--- src/hw/rsp_pkg.sv ---
package rsp_pkg;
  localparam int DATA_W = 32;
  localparam logic [19:0] IO_PAGE = 20'h00000;
  localparam logic [19:0] OWN_PAGE = 20'h00001;
  localparam logic [1:0] STAT_IDX = 2'h0;
  localparam logic [1:0] MASK_IDX = 2'h1;
  localparam logic [2:0] DIR_OFS = 3'h7;
  localparam logic [2:0] WIN_ZERO = 3'h0;
  localparam int DIR_RX = 0;
  localparam int DIR_TX = 1;
  localparam logic [1:0] DIR_RESET = 2'h0;
  localparam logic [1:0] DIR_BOTH = 2'h3;
  localparam logic [9:0] BASE_COM1 = 10'h3F8;
  localparam logic [9:0] BASE_COM2 = 10'h2F8;
  localparam logic [9:0] BASE_COM3 = 10'h3E8;
  localparam logic [9:0] BASE_COM4 = 10'h2E8;
  localparam logic [6:0] SW_COM1 = 7'h00;
  localparam logic [6:0] SW_COM2 = 7'h20;
  localparam logic [6:0] SW_COM3 = 7'h02;
  localparam logic [6:0] SW_COM4 = 7'h22;
  localparam int STAT_W = 3;
  localparam int EV_RX = 0;
  localparam int EV_TX = 1;
  localparam int EV_DIR = 2;
  localparam logic [2:0] STAT_RESET = 3'h0;
  localparam logic [2:0] U_DATA = 3'h0;
  localparam logic [2:0] U_IER = 3'h1;
  localparam logic [2:0] U_IIR = 3'h2;
  localparam logic [2:0] U_LCR = 3'h3;
  localparam logic [2:0] U_MCR = 3'h4;
  localparam logic [2:0] U_LSR = 3'h5;
  localparam logic [2:0] U_MSR = 3'h6;
  localparam int LCR_DLAB = 7;
  localparam int MCR_OUT2 = 3;
  localparam logic [7:0] IIR_NONE = 8'h01;
  localparam logic [7:0] IIR_THRE = 8'h02;
  localparam logic [7:0] IIR_RDA = 8'h04;
  localparam logic [3:0] OVS_PAD = 4'h0;
  localparam logic [3:0] START_BIT = 4'h0;
  localparam logic [3:0] STOP_BIT = 4'h9;
  localparam logic [15:0] DIV_RESET = 16'h0001;
  typedef enum logic [1:0] {ST_IDLE = 2'b01, ST_ACC = 2'b10} rsp_state_t;
  typedef enum logic [2:0] {
    T_NONE, T_UART, T_DIR, T_STAT, T_MASK
  } rsp_target_t;
  typedef struct packed {
    logic wr;
    logic rd;
    logic [2:0] ofs;
    logic [7:0] wdata;
  } rsp_io_req_t;
endpackage : rsp_pkg

--- src/hw/rsp_uart.sv ---
`timescale 1ns/1ps
module rsp_uart (
  input wire logic hclk,
  input wire logic hresetn,
  input wire rsp_pkg::rsp_io_req_t req,
  input wire logic rxd,
  output logic [7:0] rdata,
  output logic txd,
  output logic intr,
  output logic rx_done,
  output logic tx_done
);
  logic [7:0] dll_q, dlm_q, lcr_q, thr_q, rbr_q, rx_sh_q, iir;
  logic [3:0] ier_q, tx_bits_q, rx_bits_q;
  logic [4:0] mcr_q;
  logic [9:0] tx_sh_q;
  logic [19:0] bit_len, half_len, rx_tgt, tx_cnt_q, rx_cnt_q;
  logic thr_full_q, tx_busy_q, rx_busy_q, dr_q, oe_q, dlab, data_rd;

  // Fixed 8N1 framing; line control only steers the divisor latch
  assign dlab = lcr_q[rsp_pkg::LCR_DLAB];
  assign bit_len = {dlm_q, dll_q, rsp_pkg::OVS_PAD};
  assign half_len = {1'b0, bit_len[19:1]};
  assign rx_tgt = (rx_bits_q == rsp_pkg::START_BIT) ? half_len : bit_len;
  assign txd = tx_sh_q[0];
  assign data_rd = req.rd && req.ofs == rsp_pkg::U_DATA && !dlab;

  always_ff @(posedge hclk or negedge hresetn) begin
    if (!hresetn) begin
      dll_q <= rsp_pkg::DIV_RESET[7:0];
      dlm_q <= rsp_pkg::DIV_RESET[15:8];
      ier_q <= '0;
      lcr_q <= '0;
      mcr_q <= '0;
    end else if (req.wr) begin
      case (req.ofs)
        rsp_pkg::U_DATA: if (dlab) dll_q <= req.wdata;
        rsp_pkg::U_IER: begin
          if (dlab) dlm_q <= req.wdata;
          else ier_q <= req.wdata[3:0];
        end
        rsp_pkg::U_LCR: lcr_q <= req.wdata;
        rsp_pkg::U_MCR: mcr_q <= req.wdata[4:0];
        default: ;
      endcase
    end
  end

  // A write in the load cycle lands after the load, so it is kept
  always_ff @(posedge hclk or negedge hresetn) begin
    if (!hresetn) begin
      tx_sh_q <= '1;
      tx_busy_q <= 1'b0;
      tx_bits_q <= '0;
      tx_cnt_q <= '0;
      thr_q <= '0;
      thr_full_q <= 1'b0;
      tx_done <= 1'b0;
    end else begin
      tx_done <= 1'b0;
      if (!tx_busy_q) begin
        if (thr_full_q) begin
          tx_sh_q <= {1'b1, thr_q, 1'b0};
          tx_busy_q <= 1'b1;
          thr_full_q <= 1'b0;
          tx_cnt_q <= '0;
          tx_bits_q <= '0;
        end
      end else if (tx_cnt_q == bit_len - 20'h1) begin
        tx_cnt_q <= '0;
        tx_sh_q <= {1'b1, tx_sh_q[9:1]};
        tx_bits_q <= tx_bits_q + 4'h1;
        if (tx_bits_q == rsp_pkg::STOP_BIT) begin
          tx_busy_q <= 1'b0;
          tx_done <= 1'b1;
        end
      end else begin
        tx_cnt_q <= tx_cnt_q + 20'h1;
      end
      if (req.wr && req.ofs == rsp_pkg::U_DATA && !dlab) begin
        thr_q <= req.wdata;
        thr_full_q <= 1'b1;
      end
    end
  end

  // A byte landing on the cycle its flag is read still sets the flag
  always_ff @(posedge hclk or negedge hresetn) begin
    if (!hresetn) begin
      rx_busy_q <= 1'b0;
      rx_cnt_q <= '0;
      rx_bits_q <= '0;
      rx_sh_q <= '0;
      rbr_q <= '0;
      dr_q <= 1'b0;
      oe_q <= 1'b0;
      rx_done <= 1'b0;
    end else begin
      rx_done <= 1'b0;
      if (data_rd) dr_q <= 1'b0;
      if (req.rd && req.ofs == rsp_pkg::U_LSR) oe_q <= 1'b0;
      if (!rx_busy_q) begin
        if (!rxd) begin
          rx_busy_q <= 1'b1;
          rx_cnt_q <= '0;
          rx_bits_q <= '0;
        end
      end else if (rx_cnt_q == rx_tgt - 20'h1) begin
        rx_cnt_q <= '0;
        rx_bits_q <= rx_bits_q + 4'h1;
        if (rx_bits_q == rsp_pkg::START_BIT) begin
          if (rxd) rx_busy_q <= 1'b0;
        end else if (rx_bits_q == rsp_pkg::STOP_BIT) begin
          rx_busy_q <= 1'b0;
          rbr_q <= rx_sh_q;
          dr_q <= 1'b1;
          // Overrun stays sticky until the status read clears it
          if (dr_q && !data_rd) oe_q <= 1'b1;
          rx_done <= 1'b1;
        end else begin
          rx_sh_q <= {rxd, rx_sh_q[7:1]};
        end
      end else begin
        rx_cnt_q <= rx_cnt_q + 20'h1;
      end
    end
  end

  assign iir = (ier_q[0] && dr_q) ? rsp_pkg::IIR_RDA :
               (ier_q[1] && !thr_full_q) ? rsp_pkg::IIR_THRE :
               rsp_pkg::IIR_NONE;

  // OUT2 gates the interrupt line, as PC serial drivers expect
  always_ff @(posedge hclk or negedge hresetn) begin
    if (!hresetn) intr <= 1'b0;
    else intr <= mcr_q[rsp_pkg::MCR_OUT2] && iir != rsp_pkg::IIR_NONE;
  end

  always_comb begin
    case (req.ofs)
      rsp_pkg::U_DATA: rdata = dlab ? dll_q : rbr_q;
      rsp_pkg::U_IER: rdata = dlab ? dlm_q : {4'h0, ier_q};
      rsp_pkg::U_IIR: rdata = iir;
      rsp_pkg::U_LCR: rdata = lcr_q;
      rsp_pkg::U_MCR: rdata = {3'h0, mcr_q};
      rsp_pkg::U_LSR: rdata = {1'b0, !tx_busy_q && !thr_full_q,
                               !thr_full_q, 3'h0, oe_q, dr_q};
      default: rdata = 8'h00;
    endcase
  end
endmodule : rsp_uart

--- src/hw/rsp_top.sv ---
`timescale 1ns/1ps
module rsp_top (
  input wire logic hclk,
  input wire logic hresetn,
  input wire logic hsel,
  input wire logic [31:0] haddr,
  input wire logic [1:0] htrans,
  input wire logic hwrite,
  input wire logic [2:0] hsize,
  input wire logic [31:0] hwdata,
  input wire logic hready,
  output logic hreadyout,
  output logic hresp,
  output logic [31:0] hrdata,
  input wire logic [6:0] base_switch_up,
  input wire logic irq_jumper,
  input wire logic line_in,
  output logic line_out,
  output logic line_oe_n,
  output logic line_transmit_enable,
  output logic line_receive_enable,
  output logic irq_level4,
  output logic irq_level3,
  output logic irq
);
  rsp_pkg::rsp_state_t st_q;
  rsp_pkg::rsp_target_t tgt_q;
  rsp_pkg::rsp_io_req_t ureq;
  logic [6:0] sw_s1_q, sw_s2_q;
  logic jmp_s1_q, jmp_s2_q, lin_s1_q, lin_s2_q;
  logic [9:0] win_base;
  logic [2:0] ofs_q;
  logic wr_q, take, acc;
  logic [1:0] dir_q;
  logic dir_seen_q;
  logic [rsp_pkg::STAT_W-1:0] stat_q, mask_q, events;
  logic [7:0] uart_rdata;
  logic uart_txd, uart_intr, rx_done, tx_done, rxd_int;
  logic dir_wr, stat_rd;

  // Every transfer gets one wait state so read data leaves a flip-flop
  function automatic rsp_pkg::rsp_target_t decode(
    input logic [31:0] a,
    input logic [9:0] base
  );
    rsp_pkg::rsp_target_t t;
    t = rsp_pkg::T_NONE;
    if (a[31:12] == rsp_pkg::IO_PAGE && a[11:5] == base[9:3]) begin
      if (a[4:2] == rsp_pkg::DIR_OFS) t = rsp_pkg::T_DIR;
      else t = rsp_pkg::T_UART;
    end else if (a[31:12] == rsp_pkg::OWN_PAGE && a[11:4] == 8'h00) begin
      case (a[3:2])
        rsp_pkg::STAT_IDX: t = rsp_pkg::T_STAT;
        rsp_pkg::MASK_IDX: t = rsp_pkg::T_MASK;
        default: t = rsp_pkg::T_NONE;
      endcase
    end
    return t;
  endfunction : decode

  // Switches, jumper and line pin come from outside the clock domain
  always_ff @(posedge hclk or negedge hresetn) begin
    if (!hresetn) begin
      sw_s1_q <= '0;
      sw_s2_q <= '0;
      jmp_s1_q <= 1'b0;
      jmp_s2_q <= 1'b0;
      lin_s1_q <= 1'b1;
      lin_s2_q <= 1'b1;
    end else begin
      sw_s1_q <= base_switch_up;
      sw_s2_q <= sw_s1_q;
      jmp_s1_q <= irq_jumper;
      jmp_s2_q <= jmp_s1_q;
      lin_s1_q <= line_in;
      lin_s2_q <= lin_s1_q;
    end
  end

  // A switch up clears the address bit it stands for
  assign win_base = {~sw_s2_q, rsp_pkg::WIN_ZERO};

  assign take = hsel && htrans[1] && hready;
  assign acc = (st_q == rsp_pkg::ST_ACC);

  always_ff @(posedge hclk or negedge hresetn) begin
    if (!hresetn) begin
      st_q <= rsp_pkg::ST_IDLE;
      hreadyout <= 1'b1;
      tgt_q <= rsp_pkg::T_NONE;
      wr_q <= 1'b0;
      ofs_q <= '0;
    end else begin
      case (st_q)
        rsp_pkg::ST_IDLE: begin
          if (take) begin
            st_q <= rsp_pkg::ST_ACC;
            hreadyout <= 1'b0;
            tgt_q <= decode(haddr, win_base);
            wr_q <= hwrite;
            ofs_q <= haddr[4:2];
          end
        end
        rsp_pkg::ST_ACC: begin
          st_q <= rsp_pkg::ST_IDLE;
          hreadyout <= 1'b1;
        end
        default: begin
          st_q <= rsp_pkg::ST_IDLE;
          hreadyout <= 1'b1;
        end
      endcase
    end
  end

  always_ff @(posedge hclk or negedge hresetn) begin
    if (!hresetn) hresp <= 1'b0;
    else hresp <= 1'b0;
  end

  // Offsets zero to six go to the serial controller untouched
  always_comb begin
    ureq.wr = acc && wr_q && tgt_q == rsp_pkg::T_UART;
    ureq.rd = acc && !wr_q && tgt_q == rsp_pkg::T_UART;
    ureq.ofs = ofs_q;
    ureq.wdata = hwdata[7:0];
  end

  assign dir_wr = acc && wr_q && tgt_q == rsp_pkg::T_DIR;
  assign stat_rd = acc && !wr_q && tgt_q == rsp_pkg::T_STAT;

  // Only a write at offset seven moves the direction; reads are ignored
  always_ff @(posedge hclk or negedge hresetn) begin
    if (!hresetn) begin
      dir_q <= rsp_pkg::DIR_RESET;
      line_oe_n <= 1'b1;
      line_transmit_enable <= 1'b0;
      line_receive_enable <= 1'b0;
    end else if (dir_wr) begin
      dir_q <= hwdata[1:0];
      line_oe_n <= !hwdata[rsp_pkg::DIR_TX];
      line_transmit_enable <= hwdata[rsp_pkg::DIR_TX];
      line_receive_enable <= hwdata[rsp_pkg::DIR_RX];
    end
  end

  always_ff @(posedge hclk or negedge hresetn) begin
    if (!hresetn) dir_seen_q <= 1'b0;
    else if (dir_wr) dir_seen_q <= 1'b1;
  end

  // Receiver off reads idle; with both on the controller hears itself
  always_comb begin
    if (!dir_q[rsp_pkg::DIR_RX]) rxd_int = 1'b1;
    else if (dir_q[rsp_pkg::DIR_TX]) rxd_int = uart_txd;
    else rxd_int = lin_s2_q;
  end

  rsp_uart u_uart (
    .hclk(hclk),
    .hresetn(hresetn),
    .req(ureq),
    .rxd(rxd_int),
    .rdata(uart_rdata),
    .txd(uart_txd),
    .intr(uart_intr),
    .rx_done(rx_done),
    .tx_done(tx_done)
  );

  // The line pin always follows the shifter; the enable decides who hears it
  assign line_out = uart_txd;

  // Jumper low selects level 4, high selects level 3
  always_ff @(posedge hclk or negedge hresetn) begin
    if (!hresetn) begin
      irq_level4 <= 1'b0;
      irq_level3 <= 1'b0;
    end else begin
      irq_level4 <= uart_intr && !jmp_s2_q;
      irq_level3 <= uart_intr && jmp_s2_q;
    end
  end

  always_comb begin
    events = '0;
    events[rsp_pkg::EV_RX] = rx_done;
    events[rsp_pkg::EV_TX] = tx_done;
    events[rsp_pkg::EV_DIR] = dir_wr;
  end

  // An event in the clearing read cycle survives the clear
  always_ff @(posedge hclk or negedge hresetn) begin
    if (!hresetn) stat_q <= rsp_pkg::STAT_RESET;
    else if (stat_rd) stat_q <= events;
    else stat_q <= stat_q | events;
  end

  always_ff @(posedge hclk or negedge hresetn) begin
    if (!hresetn) mask_q <= rsp_pkg::STAT_RESET;
    else if (acc && wr_q && tgt_q == rsp_pkg::T_MASK)
      mask_q <= hwdata[rsp_pkg::STAT_W-1:0];
  end

  always_ff @(posedge hclk or negedge hresetn) begin
    if (!hresetn) irq <= 1'b0;
    else irq <= |(stat_q & mask_q);
  end

  // Write-only and unmapped words read as zero
  always_ff @(posedge hclk or negedge hresetn) begin
    if (!hresetn) hrdata <= '0;
    else if (acc && !wr_q) begin
      case (tgt_q)
        rsp_pkg::T_UART: hrdata <= {24'h000000, uart_rdata};
        rsp_pkg::T_STAT: hrdata <= {29'h00000000, stat_q};
        rsp_pkg::T_MASK: hrdata <= {29'h00000000, mask_q};
        default: hrdata <= '0;
      endcase
    end else if (acc) hrdata <= '0;
  end

  a_dir_reset_idle: assert property (
    @(posedge hclk) disable iff (!hresetn)
    !dir_seen_q |-> (dir_q == rsp_pkg::DIR_RESET && line_oe_n &&
                     !line_receive_enable))
    else $error("line enabled before any direction write");

  a_dir_write_take: assert property (
    @(posedge hclk) disable iff (!hresetn)
    dir_wr |=> (dir_q == $past(hwdata[1:0]) &&
                line_transmit_enable == $past(hwdata[1])))
    else $error("direction write not captured");

  a_dir_hold_other: assert property (
    @(posedge hclk) disable iff (!hresetn)
    !dir_wr |=> $stable(dir_q))
    else $error("direction changed without a direction write");

  a_uart_no_dir: assert property (
    @(posedge hclk) disable iff (!hresetn)
    (take && hreadyout && haddr[31:12] == rsp_pkg::IO_PAGE &&
     haddr[11:5] == win_base[9:3] && haddr[4:2] == rsp_pkg::DIR_OFS) |=>
    (!ureq.wr && !ureq.rd && (dir_wr || !wr_q)))
    else $error("serial controller reached at offset seven");

  a_drive_follows: assert property (
    @(posedge hclk) disable iff (!hresetn)
    line_oe_n == !dir_q[rsp_pkg::DIR_TX] &&
    line_receive_enable == dir_q[rsp_pkg::DIR_RX])
    else $error("line driver does not follow direction");

  a_rx_gate_off: assert property (
    @(posedge hclk) disable iff (!hresetn)
    !dir_q[rsp_pkg::DIR_RX] |-> rxd_int)
    else $error("receiver hears line while disabled");

  a_echo_both: assert property (
    @(posedge hclk) disable iff (!hresetn)
    dir_q == rsp_pkg::DIR_BOTH |-> rxd_int == uart_txd)
    else $error("echo missing with both directions on");

  a_base_com2: assert property (
    @(posedge hclk) disable iff (!hresetn)
    sw_s2_q == rsp_pkg::SW_COM2 |-> win_base == rsp_pkg::BASE_COM2)
    else $error("switch 8 up does not give second base");

  a_base_com1: assert property (
    @(posedge hclk) disable iff (!hresetn)
    sw_s2_q == rsp_pkg::SW_COM1 |-> win_base == rsp_pkg::BASE_COM1)
    else $error("all switches down does not give first base");

  a_base_com34: assert property (
    @(posedge hclk) disable iff (!hresetn)
    (sw_s2_q == rsp_pkg::SW_COM3 |-> win_base == rsp_pkg::BASE_COM3) and
    (sw_s2_q == rsp_pkg::SW_COM4 |-> win_base == rsp_pkg::BASE_COM4))
    else $error("switch 4 settings give wrong base");

  a_window_only: assert property (
    @(posedge hclk) disable iff (!hresetn)
    (take && st_q == rsp_pkg::ST_IDLE &&
     haddr[11:5] != win_base[9:3]) |=>
    (tgt_q != rsp_pkg::T_UART && tgt_q != rsp_pkg::T_DIR))
    else $error("access outside window was decoded");

  a_irq_route: assert property (
    @(posedge hclk) disable iff (!hresetn)
    uart_intr |=> (irq_level4 == !$past(jmp_s2_q) &&
                   irq_level3 == $past(jmp_s2_q)))
    else $error("interrupt sent to wrong level");

  a_one_wait: assert property (
    @(posedge hclk) disable iff (!hresetn)
    (take && hreadyout) |=> !hreadyout ##1 hreadyout)
    else $error("bus answer not after exactly one wait state");

  a_uart_strobe: assert property (
    @(posedge hclk) disable iff (!hresetn)
    (take && hreadyout && haddr[31:12] == rsp_pkg::IO_PAGE &&
     haddr[11:5] == win_base[9:3] && haddr[4:2] != rsp_pkg::DIR_OFS) |=>
    (ureq.wr || ureq.rd))
    else $error("window offset zero to six not passed on");

  a_half_duplex: assert property (
    @(posedge hclk) disable iff (!hresetn)
    (line_oe_n && !line_receive_enable) |-> rxd_int)
    else $error("idle line not seen as idle");

  a_status_irq: assert property (
    @(posedge hclk) disable iff (!hresetn)
    |(stat_q & mask_q) |=> irq)
    else $error("unmasked status did not raise interrupt");

  a_status_keep: assert property (
    @(posedge hclk) disable iff (!hresetn)
    (|events) |=> ((stat_q & $past(events)) == $past(events)))
    else $error("status event lost or not latched");

endmodule : rsp_top

--- config.mk ---
export PLATFORM = sky130hd
export DESIGN_NAME = rsp_top
export DESIGN_NICKNAME = d
export VERILOG_FILES = /design/src/hw/rsp_pkg.sv /design/src/hw/rsp_uart.sv /design/src/hw/rsp_top.sv
export SDC_FILE = /design/constraint.sdc
export NUM_CORES = 1
export LEC_CHECK = 0
export BUFFER_PORTS_ARGS = -buffer_cell sky130_fd_sc_hd__buf_2
export CAP_MARGIN = 20
export CORE_ASPECT_RATIO = 0.75
export CORE_MARGIN = 3
export CORE_UTILIZATION = 40
export CTS_BUF_LIST = sky130_fd_sc_hd__clkbuf_4 sky130_fd_sc_hd__clkbuf_8
export CTS_CLUSTER_DIAMETER = 80
export DETAILED_ROUTE_END_ITERATION = 12
export GPL_TIMING_DRIVEN = 0
export SYNTH_ARGS = -nofsm -noshare
export SYNTH_HDL_FRONTEND = slang
export SYNTH_SLANG_ARGS = --single-unit
export TNS_END_PERCENT = 1
--- constraint.sdc ---
create_clock -name hclk -period 6.3 [get_ports hclk]
set_input_delay 0.63 -clock hclk [delete_from_list [all_inputs] [get_ports hclk]]
set_output_delay 0.63 -clock hclk [all_outputs]
set_load 0.01 [all_outputs]
**After elaboration in Yosys (flattened, before gate mapping)**

Index checks and enable logic that the tools add are counted.

- Register bits: 197
- Input port bits: 83
- Logic and storage cells: 191

- Add/subtract/negate cells: 6
- Eq/ne operators: 25
- Multiplexer cells: 64
- Bitwise logic cells: 6
- Reduce and logical (&&, ||, !) cells: 48

Operators with widths:

| cell | count |
|---|---|
| $mux 20 | 7 |
| $mux 32 | 2 |
| $pmux 8 s6 | 1 |
| $add 20x1->20 const B | 2 |
| $eq 20x20->1 | 2 |
| $sub 20x1->20 const B | 2 |
| $mux 1 | 33 |
| $mux 10 | 3 |
| $mux 4 | 6 |
| $mux 8 | 3 |
| $pmux 8 s3 | 1 |
| $logic_and 1x1->1 | 23 |
| $eq 20x1->1 const B | 1 |
| $logic_not 20->1 | 1 |
| $eq 3x2->1 const B | 4 |
| $eq 3x3->1 const B | 4 |
| $ne 2x2->1 const B | 5 |
| $reduce_and 2->1 | 5 |
| $mux 3 | 3 |
| $reduce_and 3->1 | 3 |
| $add 4x1->4 const B | 2 |
| $eq 4x4->1 const B | 2 |
| $logic_not 8->1 | 1 |
| $mux 2 | 4 |
| 17 further kinds | 29 |

**Logic depth before layout (Yosys ltp)**

- Word-level depth: 12
- Gate-level depth with buffers: 16

**Hierarchy**

From an unflattened synthesis, not the netlist that was laid out.

- Cell total of the unflattened synthesis: 971
- Area total of the unflattened synthesis: 9779.4 sq um

Modules (own cells, without submodules):

| module | times used | cells each | area each (sq um) | seq. area each (sq um) |
|---|---|---|---|---|
| rsp_uart | 1 | 800 | 7744.9 | 3065.4 |
| rsp_top | 1 | 171 | 2034.5 | 1181.1 |

**Least setup slack after synthesis**

Ideal clock, no wire load.

- Path type: register to register
- From: register u_uart.rx_bits_q[0]
- To: register u_uart.rbr_q[4]
- Data arrival time: 4.096 ns
- Required time: 6.175 ns
- Setup slack: 2.079 ns
- Cell stages (with the launch flop): 16
- Path buffers: 2
- Cells stage by stage: dfrtp_1 -> inv_1 -> ha_1 -> or3b_4 -> clkbuf_1 -> a21oi_1 -> ha_1 -> or3b_1 -> a2111oi_4 -> nand2_1 -> mux2i_1 -> xnor2_1 -> nand4_1 -> nor3_2 -> buf_4 -> mux2_2

- Cells in the longest elaborated chain, start to end: 5

RTL lines:

| element | line | RTL |
|---|---|---|
| from (decl) | rsp_uart.sv:14 | `logic [3:0] ier_q, tx_bits_q, rx_bits_q;` |
| from (signal assigned) | rsp_uart.sv:110 | `rx_bits_q <= rx_bits_q + 4'h1;` |
| $logic_not 4->1 | rsp_uart.sv:24, rsp_uart.sv:111 |  |
| $mux 20 | rsp_uart.sv:24 | `assign rx_tgt = (rx_bits_q == rsp_pkg::START_BIT) ? half_len : bit_len;` |
| $sub 20x1->20 | rsp_uart.sv:108 | `end else if (rx_cnt_q == rx_tgt - 20'h1) begin` |
| $eq 20x20->1 | rsp_uart.sv:108 |  |
| $reduce_and 4->1 (no line) (*) | -- |  |
| to (signal assigned) | rsp_uart.sv:115 | `rbr_q <= rx_sh_q;` |
| to (decl) | rsp_uart.sv:13 | `logic [7:0] dll_q, dlm_q, lcr_q, thr_q, rbr_q, rx_sh_q, iir;` |

Every way passes the cells marked *; elsewhere a longest branch is shown, timed or not.
A chain may end at the register's enable or synchronous reset.

**Worst setup path after layout**

- From: register u_uart.rx_bits_q[0]
- To: register u_uart.rx_cnt_q[13]

- Cells in the longest elaborated chain, start to end: 6

RTL lines:

| element | line | RTL |
|---|---|---|
| $logic_not 4->1 | rsp_uart.sv:24 |  |
| $mux 20 | rsp_uart.sv:24 |  |
| $sub 20x1->20 | rsp_uart.sv:108 |  |
| $eq 20x20->1 | rsp_uart.sv:108 |  |
| $mux 20 | rsp_uart.sv:108 |  |
| $mux 20 | rsp_uart.sv:102 | `if (!rx_busy_q) begin` |
| to (signal assigned) | rsp_uart.sv:124 | `rx_cnt_q <= rx_cnt_q + 20'h1;` |
| to (decl) | rsp_uart.sv:17 | `logic [19:0] bit_len, half_len, rx_tgt, tx_cnt_q, rx_cnt_q;` |

No other way between the ends.

==> metrics.md <==
| Metric | Value |
|---|---|
| Hold Buf Count CTS | 0 |
| Iter 0 DRT Violations | 629 |
| Peak VDD IR | 0.000118 V |
| Initial Util | 0.410 |
| Clock share of power | 0.320 |
| Final max-slew violation count | 0 |
| Critical Path AT | 5.49 ns |
| CP Class | reg2reg |
| EDFF count, synth | 0 |
| Post-DRT Antenna Nets | 0 |
| RSZ-0062 raised after global routing | false |
| DRT Pass-1 Iters | 8 |
| Place WS | 1.23 ns |
| Most instantiated cells after synthesis | dfrtp_1, nand2_1, mux2_2, nor2_1 |
| GR Util met1 | 0.325 |
| Congestion Overflow GR | 0 |
| Vias in the first global route | 6,942 |
| Clk root buf | clkbuf_8 |
| Vias | 7,658 |
| H-tree levels | 4 |
| Clock Tree Buf Depth | 2 |
| Sw frac | 0.304 |
| Ant. Diodes | 0 |
| Flop pwr share | 0.520 |
| M2 GR Usage | 0.248 |
| Crit path required time | 6.63 ns |
| Total CTS buffers | 17 |
| IO buf count | 68 |
| Area grow syn2layout | 12.9% |
| Most frequent cell after synthesis | dfrtp_1 |
| Setup Viol. Count Final | 0 |
| FMAX | 194 MHz |
| Setup Buffers After CTS | 0 |
| WL per Instance | 18.2 um |
| Post-route clock skew | 0.0155 ns |
| Cells after synthesis | 948 |
| All-Layer GR Usage | 0.195 |
| Dpl hpwl | 18,100 um |
| LEAKAGE | 4.87 nW |
| Setup TNS | 0 ns |
| Worst setup margin | 1.14 ns |
| Max-cap violations | 0 |
| Tot Pwr | 2.39 mW |
| Syn. warnings | 0 |
| Worst Reg2Reg Path Length in Cells | 15 |
| Fin crit share | 0.819 |
| CTS tree | yes |
| Critical path endpoint category | register |
| First-pass GRT wire length | 39,400 um |
| Synth cell types | 83 |
| Core Region | 0.0232 mm2 |
| FP Rows | 48 |
| Die Span X | 184 um |
| Routability Congestion | 0.931 |
| Clock sinks | 169 |
| Vias/cell | 5.57 |
| Die height | 140 um |
| Synth Flop Type | dfrtp_1 |
| Worst slew pin tran | 0.856 ns |
| # IOs | 124 |
| Nets | 1,153 |
| Die Outline Area | 0.0257 mm2 |
| Busiest grt layer | met1 |
| Synth top area cells | dfrtp_1, mux2_2, dfstp_2, nand2_1, xnor2_1 |
| Comb pwr share | 0.160 |
| Register bit count reported by yosys | 169 |
| Met3 usage | 0.0483 |
| CP Max Fanout | 10 |
| Fillers | 2,233 |
| Post-cts sizing count | 0 |
| DRC viols | 0 |
| Largest net degree at the start of global routing | 120 |
| Status | finished clean |
| Fin crit period | 5.16 ns |
| Sw Pwr | 0.727 mW |
| P per Cell Area | 222 mW/mm2 |
| Post-Route WL | 25,000 um |
| CP startpoint kind | register |
| Layout cells sized above 1 | 0.211 |
| Int Pwr | 1.66 mW |
| Mean Syn Cell Area | 10.1 um2 |
| Final hold violation count | 0 |
| Mapped Area | 0.00954 mm2 |
| Clock Latency Late Sink | 0.47 ns |
| Worst-path clk slew | 0.09 ns |
| Ys async rst share | 1.00 |
| Sequential-to-total area share from yosys stat | 0.445 |
| Synth top area share | 0.407 |
| Area leader, netlist | dfrtp_1 |
| Initial antenna violation count | 0 |
| Worst rel slew slack | 0.424 |
| HP Class | in2async |
routing by layer:
layer,vias up,part of all wire
li1,3637,-
met1,3735,0.51
met2,271,0.40
met3,15,0.076
met4,0,0.0081
met5,-,0
layout make-up:
class	instances	area [um2]	area share
Multi-Input combinational cell	703	4860	0.452
Sequential cell	169	4250	0.394
Buffer	78	432	0.0401
Timing Repair Buffer	70	383	0.0356
Tap cell	300	375	0.0349
Clock buffer	18	248	0.0230
Clock inverter	14	134	0.0124
Inverter	22	82.6	0.00767
power by group through the flow:
stage,clock [mW],sequential [mW],combinational (mW)
final,0.765,1.24,0.381
after global placement,0,1.26,0.365
after CTS,0.787,1.24,0.379
after global routing,0.831,1.25,0.429
after floorplan,0,1.24,0.262
after detailed placement,0,1.26,0.376
metrics by stage:
stage / hold slack (ns) / instance area [um2] / cells / utilization
finish: 0.0658 / 10800 / 1374 / 0.463
global route: 0.0699 / 10800 / 1374 / 0.463
CTS: 0.0573 / 10800 / 1374 / 0.463
detailed placement: 0.335 / 10400 / 1342 / 0.447
global placement: 0.332 / 10300 / 1340 / 0.445
floorplan: 0.331 / 9630 / 972 / -
state kept, by name (all words and copies together) (netlist names), 4 cells and up:
signal and cells:
u_uart.rx_bits_q 4, u_uart.rbr_q 8, u_uart.dlm_q 8, u_uart.thr_q 8, sw_s2_q 7, u_uart.tx_cnt_q 20, u_uart.lcr_q 8, u_uart.tx_bits_q 4
u_uart.rx_sh_q 8, u_uart.dll_q 8, u_uart.ier_q 4, u_uart.mcr_q 5, u_uart.tx_sh_q 9, hrdata 8, u_uart.rx_cnt_q 20, sw_s1_q 7
cells in the final DEF, fill, tap and decap left out, drive strengths merged, types with 6 or more instances in the layout:
cell type,count
dfrtp,155
buf,107
nand2,87
mux2,67
clkbuf,59
nor2,41
o21ai,41
xnor2,37
nor3,37
xor2,27
inv,27
and3,26
nand3,26
conb,25
a21oi,23
nor2b,22
mux2i,22
nor4,21
nand4,20
a21o,18
nor3b,15
dfstp,14
a211oi,12
a22o,10
ha,9
nand2b,8
a22oi,8
or3,7
and2,6
o211ai,6
o22ai,6
clkinv,6
cell families after synthesis:
family | Yosys count | synth area share
compound gates | 173 | 0.129
mux | 89 | 0.102
xor+xnor | 64 | 0.0588
other cells | 1 | 0.000393
simple gates | 343 | 0.198
flops | 169 | 0.445
fa+ha+maj | 9 | 0.0118
buf+inv | 100 | 0.0539
worst max-delay path: stages, from the launching register on:
cell and delay, ns:
dfrtp_1 0.45, inv_1 0.11, ha_1 0.28, or3b_4 0.47, clkbuf_1 0.25, a21oi_1 0.24, ha_1 0.28, or3b_1 0.47
a2111oi_4 0.52, nand2_1 0.12, mux2i_1 0.46, xnor2_1 0.31, nand4_1 0.29, nor3_4 0.43, buf_4 0.26, nor3_1 0.08
worst paths after layout:
check                                     from                   to  slack (ns)
min                                    hresetn   u_uart.rx_cnt_q[3]        0.07
max                        u_uart.rx_bits_q[0]  u_uart.rx_cnt_q[13]        1.14
min reg2reg                         sw_s1_q[4]           sw_s2_q[4]        0.34
max in group asynchronous              hresetn           sw_s1_q[6]        5.33
max reg2reg                u_uart.rx_bits_q[0]  u_uart.rx_cnt_q[13]        1.14
min in group hclk                      line_in             lin_s1_q        0.25
No activity file was read; power rests on OpenSTA's default activity.
